===== config.mk =====
export PLATFORM = sky130hd
export DESIGN_NAME = pld_lock_holdover
export DESIGN_NICKNAME = d
export VERILOG_FILES = /design/src/rtl/pld_pkg.sv /design/src/rtl/pld_lock_if.sv /design/src/rtl/pld_lock_det.sv /design/src/rtl/pld_lock_holdover.sv
export VERILOG_INCLUDE_DIRS = /design/src /design/src/rtl
export SDC_FILE = /design/constraint.sdc
export NUM_CORES = 1
export LEC_CHECK = 0
export ABC_AREA = 1
export BUFFER_PORTS_ARGS = -buffer_cell sky130_fd_sc_hd__buf_2
export CORE_ASPECT_RATIO = 2
export CORE_MARGIN = 5
export CORE_UTILIZATION = 51
export DETAILED_ROUTE_END_ITERATION = 10
export PLACE_DENSITY_LB_ADDON = 0.15
export SYNTH_ARGS = -nofsm -noshare
export SYNTH_HDL_FRONTEND = slang
export SYNTH_SLANG_ARGS = --single-unit
export TNS_END_PERCENT = 5

===== constraint.sdc =====
create_clock -name clock -period 1.7 [get_ports clock]
set_input_delay 0.51 -clock clock [delete_from_list [all_inputs] [get_ports clock]]
set_output_delay 0.51 -clock clock [all_outputs]
set_load 0.005 [all_outputs]

===== src/rtl/pld_cfg.svh =====
// Constants for the PLL lock detect and holdover block
`ifndef PLD_CFG_SVH
`define PLD_CFG_SVH
`define PLD_AW              8
`define PLD_DW              8
`define PLD_ADDR_ABP        8'h17
`define PLD_ADDR_LDCTL      8'h18
`define PLD_ADDR_RSYNC      8'h19
`define PLD_ADDR_LDSEL      8'h1A
`define PLD_ADDR_MONSEL     8'h1B
`define PLD_ADDR_HOLD       8'h1D
`define PLD_ADDR_STATUS     8'h1F
`define PLD_ADDR_PHERR      8'h20
`define PLD_ABP_RST         8'h00
`define PLD_LDCTL_RST       8'h00
`define PLD_RSYNC_RST       8'h00
`define PLD_LDSEL_RST       8'h00
`define PLD_MONSEL_RST      8'h00
`define PLD_HOLD_RST        8'h00
`define PLD_CNT_LO          5
`define PLD_CNT_HI          6
`define PLD_WIN_BIT         4
`define PLD_DLD_OFF_BIT     3
`define PLD_SYNC_LO         6
`define PLD_SYNC_HI         7
`define PLD_RDLY_LO         0
`define PLD_RDLY_HI         2
`define PLD_NDLY_LO         3
`define PLD_NDLY_HI         5
`define PLD_HOLD_EN0        0
`define PLD_HOLD_EXT        1
`define PLD_HOLD_EN2        2
`define PLD_HOLD_CMP        3
`define PLD_SEL_DLD         6'h01
`define PLD_SEL_ALD_N       6'h02
`define PLD_SEL_ALD_P       6'h03
`define PLD_SEL_CURRENT_SOURCE_LOCK_DETECT       6'h04
`define PLD_SEL_CMP_H       6'h05
`define PLD_SEL_CMP_L       6'h06
`define PLD_LOCK_THR_HI     8'h0C
`define PLD_LOCK_THR_LO     8'h04
`define PLD_UNLOCK_ADD      8'h04
`endif


===== src/rtl/pld_pkg.sv =====
// Types shared by the lock detect and holdover logic
package pld_pkg;
  typedef enum logic [1:0] {
    PLD_HS_RUN,
    PLD_HS_HOLD,
    PLD_HS_WAIT_REF
  } pld_hold_e;
  typedef logic [7:0] pld_byte_t;
endpackage : pld_pkg


===== src/rtl/pld_lock_if.sv =====
// Lock detector connection between the top and the detector
`timescale 1ns/1ps
interface pld_lock_if;
  logic       pfd_event;
  logic [7:0] phase_err;
  logic [7:0] lock_thr;
  logic [7:0] unlock_thr;
  logic [2:0] need_cnt;
  logic       dld_enable;
  logic       locked;
  modport ctl (output pfd_event, phase_err, lock_thr, unlock_thr,
               need_cnt, dld_enable, input locked);
  modport det (input pfd_event, phase_err, lock_thr, unlock_thr,
               need_cnt, dld_enable, output locked);
endinterface : pld_lock_if


===== src/rtl/pld_lock_det.sv =====
// Digital lock detector with lock/unlock hysteresis
`timescale 1ns/1ps
module pld_lock_det #(
  parameter int CW = 3
) (
  // Clock and reset
  input wire logic clock,
  input wire logic reset,
  // Detector side of the lock link
  pld_lock_if.det  lk
);
  logic [CW-1:0] cnt_r;
  logic [CW-1:0] cnt_nxt;
  logic          lock_r;
  logic          lock_nxt;

  // Count good cycles; one bad cycle past unlock drops lock
  always_comb begin
    cnt_nxt  = cnt_r;
    lock_nxt = lock_r;
    if (!lk.dld_enable) begin
      cnt_nxt  = '0;
      lock_nxt = 1'b0;
    end else if (lk.pfd_event) begin
      if (!lock_r) begin
        if (lk.phase_err < lk.lock_thr) begin
          if (cnt_r != lk.need_cnt[CW-1:0]) begin
            cnt_nxt = cnt_r + 1'b1;
          end
          if (cnt_r + 1'b1 >= lk.need_cnt[CW-1:0]) begin
            lock_nxt = 1'b1;
          end
        end else begin
          cnt_nxt = '0;
        end
      end else if (lk.phase_err > lk.unlock_thr) begin
        lock_nxt = 1'b0;
        cnt_nxt  = '0;
      end
    end
  end

  // Register stage
  always_ff @(posedge clock) begin
    if (reset) begin
      cnt_r  <= '0;
      lock_r <= 1'b0;
    end else begin
      cnt_r  <= cnt_nxt;
      lock_r <= lock_nxt;
    end
  end

  assign lk.locked = lock_r;
endmodule : pld_lock_det


===== src/rtl/pld_lock_holdover.sv =====
// PLL lock detect, pin routing, counter resync and holdover control
`timescale 1ns/1ps
`include "pld_cfg.svh"
module pld_lock_holdover #(
  parameter int CW = 3
) (
  // Clock and reset
  input  wire logic        clock,
  input  wire logic        reset,
  // Register port
  input  wire logic [7:0]  reg_addr,
  input  wire logic [7:0]  reg_wdata,
  input  wire logic        reg_write,
  input  wire logic        reg_read,
  output logic      [7:0]  reg_rdata,
  // Phase detector edges and measured phase error
  input  wire logic        ref_edge,
  input  wire logic        fb_edge,
  input  wire logic [7:0]  phase_err,
  // Pins from outside
  input  wire logic        resync_pin_n,
  input  wire logic        ld_cmp_in,
  input  wire logic        ald_pulse,
  // Counter resets and delay selects
  output logic             r_cnt_reset,
  output logic             a_cnt_reset,
  output logic             b_cnt_reset,
  output logic      [2:0]  r_delay_sel,
  output logic      [2:0]  n_delay_sel,
  // Charge pump and pins
  output logic             cp_high_z,
  output logic             lock_indicator_pin,
  output logic             lock_indicator_pin_oe,
  output logic             ld_current_on,
  output logic             status_pin,
  output logic             reference_monitor_pin
);
  pld_lock_if lk ();

  pld_pkg::pld_byte_t abp_r, ldctl_r, rsync_r, ldsel_r, monsel_r, hold_r;
  pld_pkg::pld_byte_t abp_nxt, ldctl_nxt, rsync_nxt, ldsel_nxt;
  pld_pkg::pld_byte_t monsel_nxt, hold_nxt, rdata_nxt;
  logic sy1_r, sy2_r, sy3_r;
  logic cm1_r, cm2_r;
  pld_pkg::pld_hold_e hs_r, hs_nxt;
  logic hz_nxt, bres_nxt, rres_nxt, ldo_nxt, ldoe_nxt, ldi_nxt;
  logic st_nxt, mon_nxt;
  logic [2:0] rd_nxt, nd_nxt;
  logic sync_fall, cmp_seen, digital_lock_detect, hold_en, ext_mode;
  logic [7:0] lthr, uthr;

  // Register writes; all enables start cleared, and the cleared off bit leaves the digital lock detector enabled
  always_comb begin
    abp_nxt    = abp_r;
    ldctl_nxt  = ldctl_r;
    rsync_nxt  = rsync_r;
    ldsel_nxt  = ldsel_r;
    monsel_nxt = monsel_r;
    hold_nxt   = hold_r;
    if (reg_write) begin
      unique case (reg_addr)
        `PLD_ADDR_ABP:    abp_nxt    = reg_wdata;
        `PLD_ADDR_LDCTL:  ldctl_nxt  = reg_wdata;
        `PLD_ADDR_RSYNC:  rsync_nxt  = reg_wdata;
        `PLD_ADDR_LDSEL:  ldsel_nxt  = reg_wdata;
        `PLD_ADDR_MONSEL: monsel_nxt = reg_wdata;
        `PLD_ADDR_HOLD:   hold_nxt   = reg_wdata;
        default:          abp_nxt    = abp_r;
      endcase
    end
  end

  // Read data, valid only the cycle after the strobe
  always_comb begin
    rdata_nxt = 8'h00;
    if (reg_read) begin
      unique case (reg_addr)
        `PLD_ADDR_ABP:    rdata_nxt = abp_r;
        `PLD_ADDR_LDCTL:  rdata_nxt = ldctl_r;
        `PLD_ADDR_RSYNC:  rdata_nxt = rsync_r;
        `PLD_ADDR_LDSEL:  rdata_nxt = ldsel_r;
        `PLD_ADDR_MONSEL: rdata_nxt = monsel_r;
        `PLD_ADDR_HOLD:   rdata_nxt = hold_r;
        `PLD_ADDR_STATUS: rdata_nxt = {4'h0, cm2_r, cp_high_z,
                                       hs_r != pld_pkg::PLD_HS_RUN, digital_lock_detect};
        `PLD_ADDR_PHERR:  rdata_nxt = phase_err;
        default:          rdata_nxt = 8'h00;
      endcase
    end
  end

  // Thresholds: window bit and backlash width shift the window
  // Worst case 12 + 3 + 4 still fits in eight bits, so no wrap
  always_comb begin
    lthr = ldctl_r[`PLD_WIN_BIT] ? `PLD_LOCK_THR_LO : `PLD_LOCK_THR_HI;
    lthr = lthr + {6'h00, abp_r[1:0]};
    uthr = lthr + `PLD_UNLOCK_ADD;
  end

  // Detector link
  // Either phase detector input counts as one detector cycle
  assign lk.pfd_event  = ref_edge | fb_edge;
  assign lk.phase_err  = phase_err;
  assign lk.lock_thr   = lthr;
  assign lk.unlock_thr = uthr;
  // Counter code 0..3 means 4,5,6,7 good cycles; a leading one is added, no scaling
  assign lk.need_cnt   = {1'b1, ldctl_r[`PLD_CNT_HI:`PLD_CNT_LO]};
  assign lk.dld_enable = !ldctl_r[`PLD_DLD_OFF_BIT];
  assign digital_lock_detect           = lk.locked;

  pld_lock_det #(.CW(CW)) u_det (
    .clock (clock),
    .reset (reset),
    .lk    (lk.det)
  );

  // Resync and comparator pins pass two flops before use; ald_pulse is not synchronised
  // Third flop only forms the falling edge of the synced pin
  assign sync_fall = sy3_r && !sy2_r;
  assign cmp_seen  = hold_r[`PLD_HOLD_CMP] ? cm2_r : 1'b1;
  assign hold_en   = hold_r[`PLD_HOLD_EN0] && hold_r[`PLD_HOLD_EN2];
  assign ext_mode  = hold_r[`PLD_HOLD_EXT];

  // Holdover: enter on pin edge or low comparator, leave on reference edge
  always_comb begin
    hs_nxt   = hs_r;
    bres_nxt = 1'b0;
    unique case (hs_r)
      pld_pkg::PLD_HS_RUN: begin
        if (hold_en && ext_mode && sync_fall) begin
          hs_nxt = pld_pkg::PLD_HS_HOLD;
        end else if (hold_en && !ext_mode && !cmp_seen) begin
          hs_nxt = pld_pkg::PLD_HS_WAIT_REF;
        end
      end
      pld_pkg::PLD_HS_HOLD: begin
        if (!hold_en) begin
          hs_nxt = pld_pkg::PLD_HS_RUN;
        end else if (sy2_r) begin
          hs_nxt = pld_pkg::PLD_HS_WAIT_REF;
        end
      end
      pld_pkg::PLD_HS_WAIT_REF: begin
        if (!hold_en) begin
          hs_nxt = pld_pkg::PLD_HS_RUN;
        end else if (ext_mode && !sy2_r) begin
          hs_nxt = pld_pkg::PLD_HS_HOLD;
        end else if (ref_edge) begin
          hs_nxt   = pld_pkg::PLD_HS_RUN;
          bres_nxt = 1'b1;
        end
      end
      default: begin
        hs_nxt = pld_pkg::PLD_HS_RUN;
      end
    endcase
    // Charge pump floats whenever not running
    hz_nxt = (hs_nxt != pld_pkg::PLD_HS_RUN);
  end

  // Resync reset of R, A and B; off until enabled
  // Suppressed while external holdover owns the pin
  always_comb begin
    rres_nxt = (rsync_r[`PLD_SYNC_HI:`PLD_SYNC_LO] != 2'b00)
               && !sy2_r && !(hold_en && ext_mode);
    rd_nxt   = rsync_r[`PLD_RDLY_HI:`PLD_RDLY_LO];
    nd_nxt   = rsync_r[`PLD_NDLY_HI:`PLD_NDLY_LO];
  end

  // Output pin muxes
  always_comb begin
    ldo_nxt  = 1'b0;
    ldoe_nxt = 1'b1;
    ldi_nxt  = 1'b0;
    unique case (ldsel_r[5:0])
      `PLD_SEL_DLD:   ldo_nxt = digital_lock_detect;
      `PLD_SEL_ALD_N: ldo_nxt = !ald_pulse;
      `PLD_SEL_ALD_P: ldo_nxt = ald_pulse;
      `PLD_SEL_CURRENT_SOURCE_LOCK_DETECT: begin
        ldi_nxt  = digital_lock_detect;
        ldoe_nxt = !digital_lock_detect;
      end
      default:        ldo_nxt = 1'b0;
    endcase
    unique case (abp_r[7:2])
      `PLD_SEL_DLD:   st_nxt = digital_lock_detect;
      `PLD_SEL_CMP_H: st_nxt = cm2_r;
      `PLD_SEL_CMP_L: st_nxt = !cm2_r;
      default:        st_nxt = 1'b0;
    endcase
    unique case (monsel_r[4:0])
      5'(`PLD_SEL_DLD):   mon_nxt = digital_lock_detect;
      5'(`PLD_SEL_CMP_H): mon_nxt = cm2_r;
      5'(`PLD_SEL_CMP_L): mon_nxt = !cm2_r;
      default:            mon_nxt = 1'b0;
    endcase
  end

  // Register file and read data
  always_ff @(posedge clock) begin
    if (reset) begin
      abp_r     <= `PLD_ABP_RST;
      ldctl_r   <= `PLD_LDCTL_RST;
      rsync_r   <= `PLD_RSYNC_RST;
      ldsel_r   <= `PLD_LDSEL_RST;
      monsel_r  <= `PLD_MONSEL_RST;
      hold_r    <= `PLD_HOLD_RST;
      reg_rdata <= 8'h00;
    end else begin
      abp_r     <= abp_nxt;
      ldctl_r   <= ldctl_nxt;
      rsync_r   <= rsync_nxt;
      ldsel_r   <= ldsel_nxt;
      monsel_r  <= monsel_nxt;
      hold_r    <= hold_nxt;
      reg_rdata <= rdata_nxt;
    end
  end

  // Pin synchronisers; reset to idle levels so no false edge follows
  always_ff @(posedge clock) begin
    if (reset) begin
      sy1_r <= 1'b1;
      sy2_r <= 1'b1;
      sy3_r <= 1'b1;
      cm1_r <= 1'b0;
      cm2_r <= 1'b0;
    end else begin
      sy1_r <= resync_pin_n;
      sy2_r <= sy1_r;
      sy3_r <= sy2_r;
      cm1_r <= ld_cmp_in;
      cm2_r <= cm1_r;
    end
  end

  // Holdover state, counter resets and delay selects
  always_ff @(posedge clock) begin
    if (reset) begin
      hs_r        <= pld_pkg::PLD_HS_RUN;
      cp_high_z   <= 1'b0;
      r_cnt_reset <= 1'b0;
      a_cnt_reset <= 1'b0;
      b_cnt_reset <= 1'b0;
      r_delay_sel <= 3'h0;
      n_delay_sel <= 3'h0;
    end else begin
      hs_r        <= hs_nxt;
      cp_high_z   <= hz_nxt;
      r_cnt_reset <= rres_nxt;
      a_cnt_reset <= rres_nxt;
      // B also clears on holdover release; the prescaler never does
      b_cnt_reset <= bres_nxt | rres_nxt;
      r_delay_sel <= rd_nxt;
      n_delay_sel <= nd_nxt;
    end
  end

  // Pin outputs; the lock pin is driven low out of reset
  always_ff @(posedge clock) begin
    if (reset) begin
      lock_indicator_pin    <= 1'b0;
      lock_indicator_pin_oe <= 1'b1;
      ld_current_on         <= 1'b0;
      status_pin            <= 1'b0;
      reference_monitor_pin <= 1'b0;
    end else begin
      lock_indicator_pin    <= ldo_nxt;
      lock_indicator_pin_oe <= ldoe_nxt;
      ld_current_on         <= ldi_nxt;
      status_pin            <= st_nxt;
      reference_monitor_pin <= mon_nxt;
    end
  end
endmodule : pld_lock_holdover


### Word level (Yosys, flattened, before mapping)

Index checks and enable logic that the tools add are counted.

| storage, ports and cells | value |
|---|---|
| register bits after elaboration | 81 |
| input bits | 33 |
| output and inout port bits | 23 |
| logic and storage cells | 114 |

| cells by class | value |
|---|---|
| add/sub/neg operators | 3 |
| order comparisons | 3 |
| equality and inequality tests | 23 |
| muxes and demuxes | 26 |
| bitwise gates (word level) | 4 |
| reduce and logical (&&, ||, !) cells | 30 |

Operators with widths:

| kind | count |
|---|---|
| $pmux 8 s8 | 1 |
| $eq 8x5->1 const B | 7 |
| $eq 6x3->1 const B | 3 |
| $mux 2 | 7 |
| $eq 6x1->1 const B | 2 |
| $eq 6x2->1 const B | 2 |
| $mux 3 | 4 |
| $reduce_and 2->1 | 6 |
| $eq 5x3->1 const B | 2 |
| $logic_and 1x1->1 | 9 |
| $mux 1 | 9 |
| $pmux 1 s3 | 3 |
| $eq 8x6->1 const B | 1 |
| $gt 8x6->1 | 1 |
| $lt 8x5->1 | 1 |
| $logic_not 1->1 | 7 |
| $add 5x3->6 const B | 1 |
| $pmux 2 s3 | 1 |
| $reduce_bool 2->1 | 3 |
| $reduce_or 2->1 | 3 |
| $add 4x2->5 | 1 |
| $eq 5x1->1 const B | 1 |
| $mux 4 | 1 |
| $add 3x1->3 const B | 1 |
| 10 further kinds | 12 |

### Depth between registers and ports, before layout

Gate-level depths: netlist of the first run.

| depth | value |
|---|---|
| depth after elaboration | 7 |
| mapped depth | 13 |
| depth with buffers taken out | 13 |

### Cells and area by module

From an unflattened synthesis of the first run, not the netlist that was laid out.

| unflattened totals | value |
|---|---|
| cells, all modules | 618 |
| area total of the unflattened synthesis | 4409.2 sq um |

Modules (own cells, without submodules):

| module | instances | cells each | area an instance (sq um) | seq. area each (sq um) |
|---|---|---|---|---|
| pld_lock_holdover | 1 | 497 | 3641.0 | 1541.5 |
| pld_lock_det | 1 | 121 | 768.2 | 80.1 |

### Worst setup path before layout of the first run

Ideal clock, no wire load.

| path | value |
|---|---|
| kind | input port to flip-flop |
| start point | input phase_err[3] |
| end point | register u_det.cnt_r[2] |
| library setup time | 0.113 ns |
| arrival time | 1.541 ns |
| required time | 1.587 ns |
| path slack | 0.047 ns |
| cell stages on the path | 10 |
| buffers on the path | 0 |
| cell sequence | ha_1 -> or2_2 -> nand3_1 -> nand2_1 -> nand2_1 -> nand2_1 -> nand2_1 -> nand2_1 -> nand2_1 -> nor2_1 |

| between the ends | value |
|---|---|
| longest elaborated chain between the ends | 3 |
| elaborated cells on any way between the ends | 7 |
| classes of those cells | order compare: 2; eq/ne: 2; mux: 2; reduce/logical: 1 |

RTL lines:

| item | line | RTL |
|---|---|---|
| start: declaration | pld_lock_holdover.sv:19 | `input wire logic [7:0] phase_err,` |
| $lt 8x5->1 / $gt 8x6->1 (equally long branches) | pld_lock_det.sv:26, pld_lock_det.sv:36 |  |
| $ne 3x2->1 (no source line) (tied with other cells) | n/a |  |
| $reduce_and 3->1 (no source line) / $mux 3 (equally long branches) | n/a |  |
| end signal: assignment | pld_lock_det.sv:49 | `cnt_r <= cnt_nxt;` |
| end: declaration | pld_lock_det.sv:12 | `logic [CW-1:0] cnt_r;` |

Several ways; a longest one is shown, not always the timed one.
A chain may end at the register's enable or synchronous reset.

### Worst setup path in the final report of the first run

| path | value |
|---|---|
| start point | input reg_addr[5] |
| end point | register rsync_r[2] |

| between the ends | value |
|---|---|
| longest elaborated chain between the ends | 2 |

RTL lines:

| item | line | RTL |
|---|---|---|
| start: declaration | pld_lock_holdover.sv:11 | `input wire logic [7:0] reg_addr,` |
| $eq 8x5->1 | pld_lock_holdover.sv:61 | `unique case (reg_addr)` |
| $reduce_and 2->1 (no source line) | n/a |  |
| end signal: assignment | pld_lock_holdover.sv:204 | `` rsync_r <= `PLD_RSYNC_RST; `` |
| end signal: assignment | pld_lock_holdover.sv:212 | `rsync_r <= rsync_nxt;` |
| end: declaration | pld_lock_holdover.sv:40 | `pld_pkg::pld_byte_t abp_r, ldctl_r, rsync_r, ldsel_r, monsel_r, hold_r;` |

Every way passes these cells.

==> results of run 1 <==
[metrics by stage]
step           TNS [ns]  instance area (um2)  total power [mW]  setup slack (ns)
4_1_cts               0                 4629             4.042           0.02068
5_1_grt         -0.1122                 4644             4.148          -0.03537
3_5_place_dp     -5.817                 4345             2.228           -0.1761
6_report              0                 4644             4.024            0.1151
3_3_place_gp     -4.283                 4345             2.223           -0.1553
2_1_floorplan         0                 3744             2.083           0.04655
[cell type report]
cell class	count	area [um2]	area share, %
multi-input cells	335	1722	37.07
flip-flops and latches	81	1623	34.94
repair buffers	94	593.1	12.77
inverters	81	307.8	6.627
clock buffers	13	260.3	5.603
well taps	92	115.1	2.478
clock inverters	3	23.77	0.5119
[report_power, final]
group | switching [mW] | internal [mW] | leakage [nW]
logic | 0.170 | 0.107 | 1.15
clock network | 0.757 | 1.07 | 0.132
registers | 0.00742 | 1.91 | 0.654
[cells in the final DEF, fill, tap and decap left out, types with 2 or more instances in the layout]
cell type | netlist | layout
sky130_fd_sc_hd__inv_1 | 78 | 78
sky130_fd_sc_hd__nor3_4 | 2 | 2
sky130_fd_sc_hd__clkbuf_16 | 0 | 9
sky130_fd_sc_hd__clkbuf_8 | 0 | 2
sky130_fd_sc_hd__nor3_1 | 6 | 5
sky130_fd_sc_hd__o211ai_1 | 2 | 2
sky130_fd_sc_hd__a211oi_1 | 2 | 2
sky130_fd_sc_hd__nand2_1 | 62 | 60
sky130_fd_sc_hd__o21ai_0 | 63 | 63
sky130_fd_sc_hd__nor3_2 | 2 | 3
sky130_fd_sc_hd__nand2_4 | 2 | 2
sky130_fd_sc_hd__o22ai_1 | 9 | 9
sky130_fd_sc_hd__dfxtp_1 | 81 | 80
sky130_fd_sc_hd__clkbuf_1 | 6 | 2
sky130_fd_sc_hd__nand4_1 | 10 | 10
sky130_fd_sc_hd__buf_12 | 0 | 2
sky130_fd_sc_hd__a21oi_1 | 60 | 59
sky130_fd_sc_hd__nand3_1 | 32 | 32
sky130_fd_sc_hd__clkinvlp_4 | 0 | 2
sky130_fd_sc_hd__nand2_2 | 4 | 6
sky130_fd_sc_hd__nor2_1 | 57 | 57
sky130_fd_sc_hd__ha_1 | 8 | 8
sky130_fd_sc_hd__or2_2 | 4 | 4
sky130_fd_sc_hd__buf_4 | 2 | 37
sky130_fd_sc_hd__nand3b_1 | 2 | 2
sky130_fd_sc_hd__buf_2 | 4 | 55
[cells by family after synthesis]
family,after synthesis
compound gates,139
xor+xnor,1
fa+ha+maj,8
buf+inv,98
flops,81
simple gates,187
[per-layer routing]
metal	global-route usage [%]	part of all wire [%]	vias to the layer above
met5	0	0	-
met4	17.36	6.5	0
met3	3.670	4.7	41
met2	45.46	53	113
met1	24.78	36	1698
li1	-	-	1868
[final timing paths]
path,cells after the start,to,from,slack [ns]
min reg2reg,2,cm2_r,cm1_r,0.40
max reg2reg,11,u_det.cnt_r[2],ldctl_r[4],0.12
min,2,sy1_r,resync_pin_n,0.35
max,9,rsync_r[2],reg_addr[5],0.12
[flip-flops by register name, summed over array words and instances, names as in the netlist, 8 cells and up]
name / cells
reg_rdata: 8
ldctl_r: 8
rsync_r: 8
hold_r: 8
ldsel_r: 8
abp_r: 8
monsel_r: 8
[what timing repair did]
item,in CTS,in global routing
gates resized for setup,0,5
hold endpoints to repair,0,0
setup endpoints to repair,0,4
[worst max-delay path, delay by kind of cell]
family	cells	cell delay, ns
compound gates	2	0.22
simple gates	3	0.56
buf+inv	4	0.52
==> results.md, run 1 <==
- Status: complete, no violations
- Number of search-and-repair iterations in the first detailed-routing pass: 5
- Worst Path Max Fanout: 16
- Share of final-layout standard cells stronger than drive strength 1: between 20% and 30%
- Area of the mapped netlist: between 3000 and 4000 um2
- Level count of the clock H-tree: 3
- Global-route congestion overflow total: 0
- Part of the Yosys area used for sequential elements: a little over two fifths
- Hold-fix buffers at CTS: 0
- Critical Path End Type: flip-flop
- Syn_area_per_cell: between 7 and 8 um2
- DR DRC count: 0
- Synthesized instance count: about 500
- Top cell types by occurrence after synthesis: sky130_fd_sc_hd__dfxtp_1 (81), sky130_fd_sc_hd__inv_1 (78), sky130_fd_sc_hd__o21ai_0 (63)
- Starting density of the core: 51.91%
- Primary FF master, synth: sky130_fd_sc_hd__dfxtp_1
- Maximum number of pins on one net before global-route repair: 31
- # fillers: between 600 and 700
- Cell total after placement: 683
- Average wire per cell in the routed design: between 15 and 20 um
- Vias in the first global route: 3674
- Main combinational cell family by area after synthesis: simple AND/OR/NAND/NOR gates
- Longest Clk Path Bufs: 2
- Share of the synthesized netlist area taken by xor and xnor gates: 0.2340%
- Post-CTS setup repair buffer count: 0
- Count of clock tree sinks: 81
- Number of clock buffers inserted by TritonCTS: 9
- Area inside the core boundary: between 7000 and 8000 um2
- Drt via density: roughly 5.3
- Die outline height: 131.2 um
- Data required time of the worst path: approximately 1.9 ns
- Final setup violating endpoints: 0
- Warning count from the yosys run: 0
- Final Util: 64.40%
- Crit-path most repeated cell: sky130_fd_sc_hd__buf_4
- Clock tree root driver cell: sky130_fd_sc_hd__clkbuf_16
- Leading cell type by number of instances after synthesis: sky130_fd_sc_hd__dfxtp_1
- Synth Area in Compound Gates: between 10% and 20%
- Cell-by-cell listing of the critical path: buf_2 -> inv_1 -> buf_4 -> nand3_1 -> nor2_1 -> nand4_1 -> buf_4 -> o21ai_0 -> a21oi_1
- Number of enable-type register cells in the synthesized netlist: 0
- Total leakage power: 1.932 nW
- Worst vdd ir: 0.7275 mV
- Detailed placement HPWL: between 8000 and 9000 um
- Clock transition at path regs: 0.06 ns
- Stage delay of the slowest cell on the critical path: roughly 0.22 ns
- Post-synth top area cell: sky130_fd_sc_hd__dfxtp_1
- Number of pins exceeding their max-slew limit in the final report: 0
- GR Util All Layers: ~25%
- Area share of and/or/nand/nor cells after synthesis: between 20% and 30%
- CTS tree: yes
- Wire length of the first global-routing pass: between 15000 and 20000 um
- Die width: 70.58 um
- DR vias: 3720
- Arrival time at the worst endpoint: approximately 1.8 ns
- Number of routed nets with antenna violations: 0
- Share of the cycle needed by the critical path after routing: 93.23%
- Power per standard cell area: a little under 900 nW/um2
- Final Hold Fails: 0
- Total nets after synthesis: about 560
- Share of synthesized registers carrying an async set or reset: 0%
- Worst Hold Margin: ~0.35 ns
- RD Place Congestion: 1.015
- Final wirelength: 11310 um
- Area of the die: about 9300 um2
- Worst-path cell with the longest stage delay: sky130_fd_sc_hd__nand3_1
- Transition time at the pin with the least slew margin: between 0.2 and 0.3 ns
- Site row count: 44
- Count of nets after finishing: roughly 640
- Crit path time final: between 1.5 and 2 ns
- Main area contributors after synthesis: sky130_fd_sc_hd__dfxtp_1 (43%), sky130_fd_sc_hd__o21ai_0 (8.4%), sky130_fd_sc_hd__a21oi_1 (8.0%)
- Critical Path Start Type: input port
- Count of buffers inserted at the top-level ports: 55
- Worst slew slack as a fraction of its limit: 80.67%
- Number of antenna violations at the first check in global routing: 0
- Number of ports placed on the die boundary: 56
- Upper clock frequency limit: approximately 630 MHz
- Filler-free cell count of the finished design: about 700
- # diodes: 0
- Maximum clock skew at final layout: roughly 0.0055 ns
- RSZ-0062 raised after global routing: yes
- Portion of netlist area occupied by mux cells: 0%
- Count of max-cap constraint violations: 0
- Area growth from synthesis to layout: 24.06%
- Worst setup path class: in -> reg
- Flop and latch count out of synthesis: 81
- Worst min path class: in -> reg
- Adder and majority cell fraction of the synthesized area: about 2.7%
- Insertion delay to the later sink of the worst-skew pair: roughly 0.34 ns
- Distinct cells, synth: 35
- Share of Yosys cell area claimed by the top area cell type: 43.32%
- Iteration-0 DRC count of the detailed router: 270
Power figures use the tool's default switching activity.
==> inputs of run 2 (changes only) <==
ABC_AREA = default   (was 1)
==> run 2 against run 1 <==
- the run now ends with negative setup slack left
- maximum frequency fell by 10%
- via count fell by 16%
- power rose by 1.5%
- synthesized area fell by 0.87%
- sequential share of layout area fell by 1.3 points
- flip-flop and latch count did not move
- global-route usage fell by 3.0 points
- sequential power barely moved
- wire length fell by 16%
- critical path type is now reg -> reg
==> results.md, run 2 <==
- Top cell types by occurrence after synthesis: sky130_fd_sc_hd__dfxtp_1 (81), sky130_fd_sc_hd__nor2_1 (57), sky130_fd_sc_hd__mux2i_1 (42)
- Data required time of the worst path: between 1.5 and 2 ns
- Detailed placement HPWL: approximately 7200 um
- Insertion delay to the later sink of the worst-skew pair: between 0.3 and 0.4 ns
- Average wire per cell in the routed design: around 17 um
- Area of the mapped netlist: 3711 um2
- # fillers: between 600 and 700
- Count of max-cap constraint violations: 0
- Share of final-layout standard cells stronger than drive strength 1: a little over a third
- Overall power after layout: approximately 4.1 mW
- Number of routed nets with antenna violations: 0
- Total leakage power: 2.186 nW
- Maximum number of pins on one net before global-route repair: 62
- Power per standard cell area: 843.7 nW/um2
- RSZ-0062 raised after global routing: yes
- Die outline height: ~130 um
- CTS tree: yes
- Synthesized instance count: ~380
- Vias in the first global route: ~3300
- Routed wl met3: 293 um
- Crit path time final: between 1.5 and 2 ns
- Worst Hold Margin: 0.3584 ns
- Worst slew slack as a fraction of its limit: around three quarters
- Number of antenna violations at the first check in global routing: 0
- Final Util: around two thirds
- Distinct cells, synth: 57
- Wire length of the first global-routing pass: roughly 16000 um
- Share of synthesized registers carrying an async set or reset: 0%
- Flop and latch count out of synthesis: 81
- Area of the die: ~9000 um2
- Maximum clock skew at final layout: between 0.006 and 0.007 ns
- Level count of the clock H-tree: 3
- Global-route congestion overflow total: 0
- # diodes: 0
- Iteration-0 DRC count of the detailed router: 134
- Total nets after synthesis: 417
- WHS Path Cells: 2
- Number of ports placed on the die boundary: 56
- Status: finished, violations left
- Logic depth of the worst register-to-register path: 5
- Post-synth top area cell: sky130_fd_sc_hd__dfxtp_1
- Share of the cycle needed by the critical path after routing: 104.0%
- Final wirelength: around 9500 um
- Site row count: 44
- Post-route design area: 4838 um2
- Final Hold Fails: 0
- Starting density of the core: slightly above 50%
- Number of clock buffers inserted by TritonCTS: 9
- Clock transition at path regs: ~0.06 ns
- Part of the Yosys area used for sequential elements: roughly 44%
- Count of buffers inserted at the top-level ports: 55
- Longest Clk Path Bufs: 2
- Most frequent cells in the layout: sky130_fd_sc_hd__dfxtp_1 (77), sky130_fd_sc_hd__nor2_1 (55), sky130_fd_sc_hd__buf_2 (55), sky130_fd_sc_hd__mux2i_1 (42), sky130_fd_sc_hd__buf_4 (39)
- Leading cell type by number of instances after synthesis: sky130_fd_sc_hd__dfxtp_1
- Die width: 70.32 um
- RD Place Congestion: between 0.8 and 0.9
- Clock tree root driver cell: sky130_fd_sc_hd__clkbuf_16
- Count of nets after finishing: about 510
- Smallest setup slack after layout: -0.06753 ns
- Drt via density: around 5.6
- Cell total after placement: roughly 550
- Routed met2 length: 5306 um
- Primary FF master, synth: sky130_fd_sc_hd__dfxtp_1
- Number of pins exceeding their max-slew limit in the final report: 0
- Critical Path Start Type: flip-flop
- Area inside the core boundary: 7212 um2
- DR DRC count: 0
- Worst vdd ir: 0.7326 mV
- Main area contributors after synthesis: sky130_fd_sc_hd__dfxtp_1 (44%), sky130_fd_sc_hd__mux2i_1 (11%), sky130_fd_sc_hd__nor2_1 (5.8%)
- Arrival time at the worst endpoint: approximately 2 ns
- Count of clock tree sinks: 81
- Area growth from synthesis to layout: 30.38%
- Worst setup path class: reg -> reg
- Worst Path Max Fanout: 2
- Transition time at the pin with the least slew margin: about 0.39 ns
- DR vias: roughly 3100
- Highest metal layer with signal wires: met4
- Number of enable-type register cells in the synthesized netlist: 0
- Final setup violating endpoints: 3
- GR Util All Layers: a little over a fifth
- Syn_area_per_cell: approximately 9.9 um2
- Filler-free cell count of the finished design: about 560
- Upper clock frequency limit: between 500 and 600 MHz
- Critical Path End Type: flip-flop
- Violations in the final reports: negative setup slack
- M1 wire length: approximately 3600 um
- Cell area after placement: roughly 4400 um2
- Worst min path class: in -> reg
- Commonest non-fill, non-tap cell in the layout: sky130_fd_sc_hd__dfxtp_1
- Share of Yosys cell area claimed by the top area cell type: 43.70%
- Warning count from the yosys run: 0
- Number of search-and-repair iterations in the first detailed-routing pass: 4
run 2: kinds of logic (layout without fill, tap and decap cells):
family	Yosys count	after routing	synth area share, %
AOI/OAI and AO/OA	60	60	10.89
xor gates and xnor gates	2	2	0.4721
adders and majority gates	8	8	2.697
buffers and inverters	31	126	3.978
DFF	81	81	43.70
muxes	55	55	17.40
and+or+nand+nor	139	139	20.87
run 2: per-layer routing:
metal / global-route usage (%) / vias up
li1: - / 1542
met1: 22.18 / 1505
met2: 41.33 / 65
met3: 4.518 / 21
met4: 11.40 / 0
met5: 0 / -
run 2: area by class of cell:
type                    instances  area, um2  share of cell area, %
repair buffers                 99      641.9                  13.27
multi-input cells             264       2116                  43.73
well taps                      92      115.1                  2.379
clock inverters                 5      55.05                  1.138
flip-flops and latches         81       1627                  33.62
clock buffers                  11      242.7                  5.017
inverters                      11      41.29                 0.8534
run 2: through the flow:
| step | setup WS, ns | TNS [ns] |
|---|---|---|
| after floorplan | -0.08851 | -1.603 |
| after global placement | -0.3167 | -13.52 |
| after detailed placement | -0.3552 | -14.25 |
| after CTS | -0.08738 | -0.1561 |
| after global routing | -0.09479 | -0.3044 |
| final | -0.06753 | -0.1375 |
run 2: what timing repair did:
| action | CTS | global route |
|---|---|---|
| gates resized for setup | 23 | 5 |
| setup buffers | 2 | 0 |
| pin swaps | 6 | 3 |
| setup endpoints to repair | 4 | 29 |
| hold buffers | 0 | 0 |
| gates cloned | 0 | 0 |
run 2: path summary, 6_finish.rpt:
check | from | endpoint | slack (ns)
setup / recovery | u_det.cnt_r[1] | u_det.lk.locked | -0.07
hold / removal | resync_pin_n | sy1_r | 0.36
setup reg to reg | u_det.cnt_r[1] | u_det.lk.locked | -0.07
hold reg to reg | sy1_r | sy2_r | 0.42
run 2: critical path: stages, from the launching register on:
cell and delay (ns):
sky130_fd_sc_hd__dfxtp_2 0.34, sky130_fd_sc_hd__ha_4 0.25, sky130_fd_sc_hd__ha_4 0.27, sky130_fd_sc_hd__a21oi_4 0.05
sky130_fd_sc_hd__or4_4 0.51, sky130_fd_sc_hd__a311oi_2 0.26
run 2: power breakdown:
part	total, mW	switching (mW)	internal (mW)
clock	1.89	0.721	1.17
combinational	0.279	0.159	0.121
sequential	1.91	0.00553	1.91
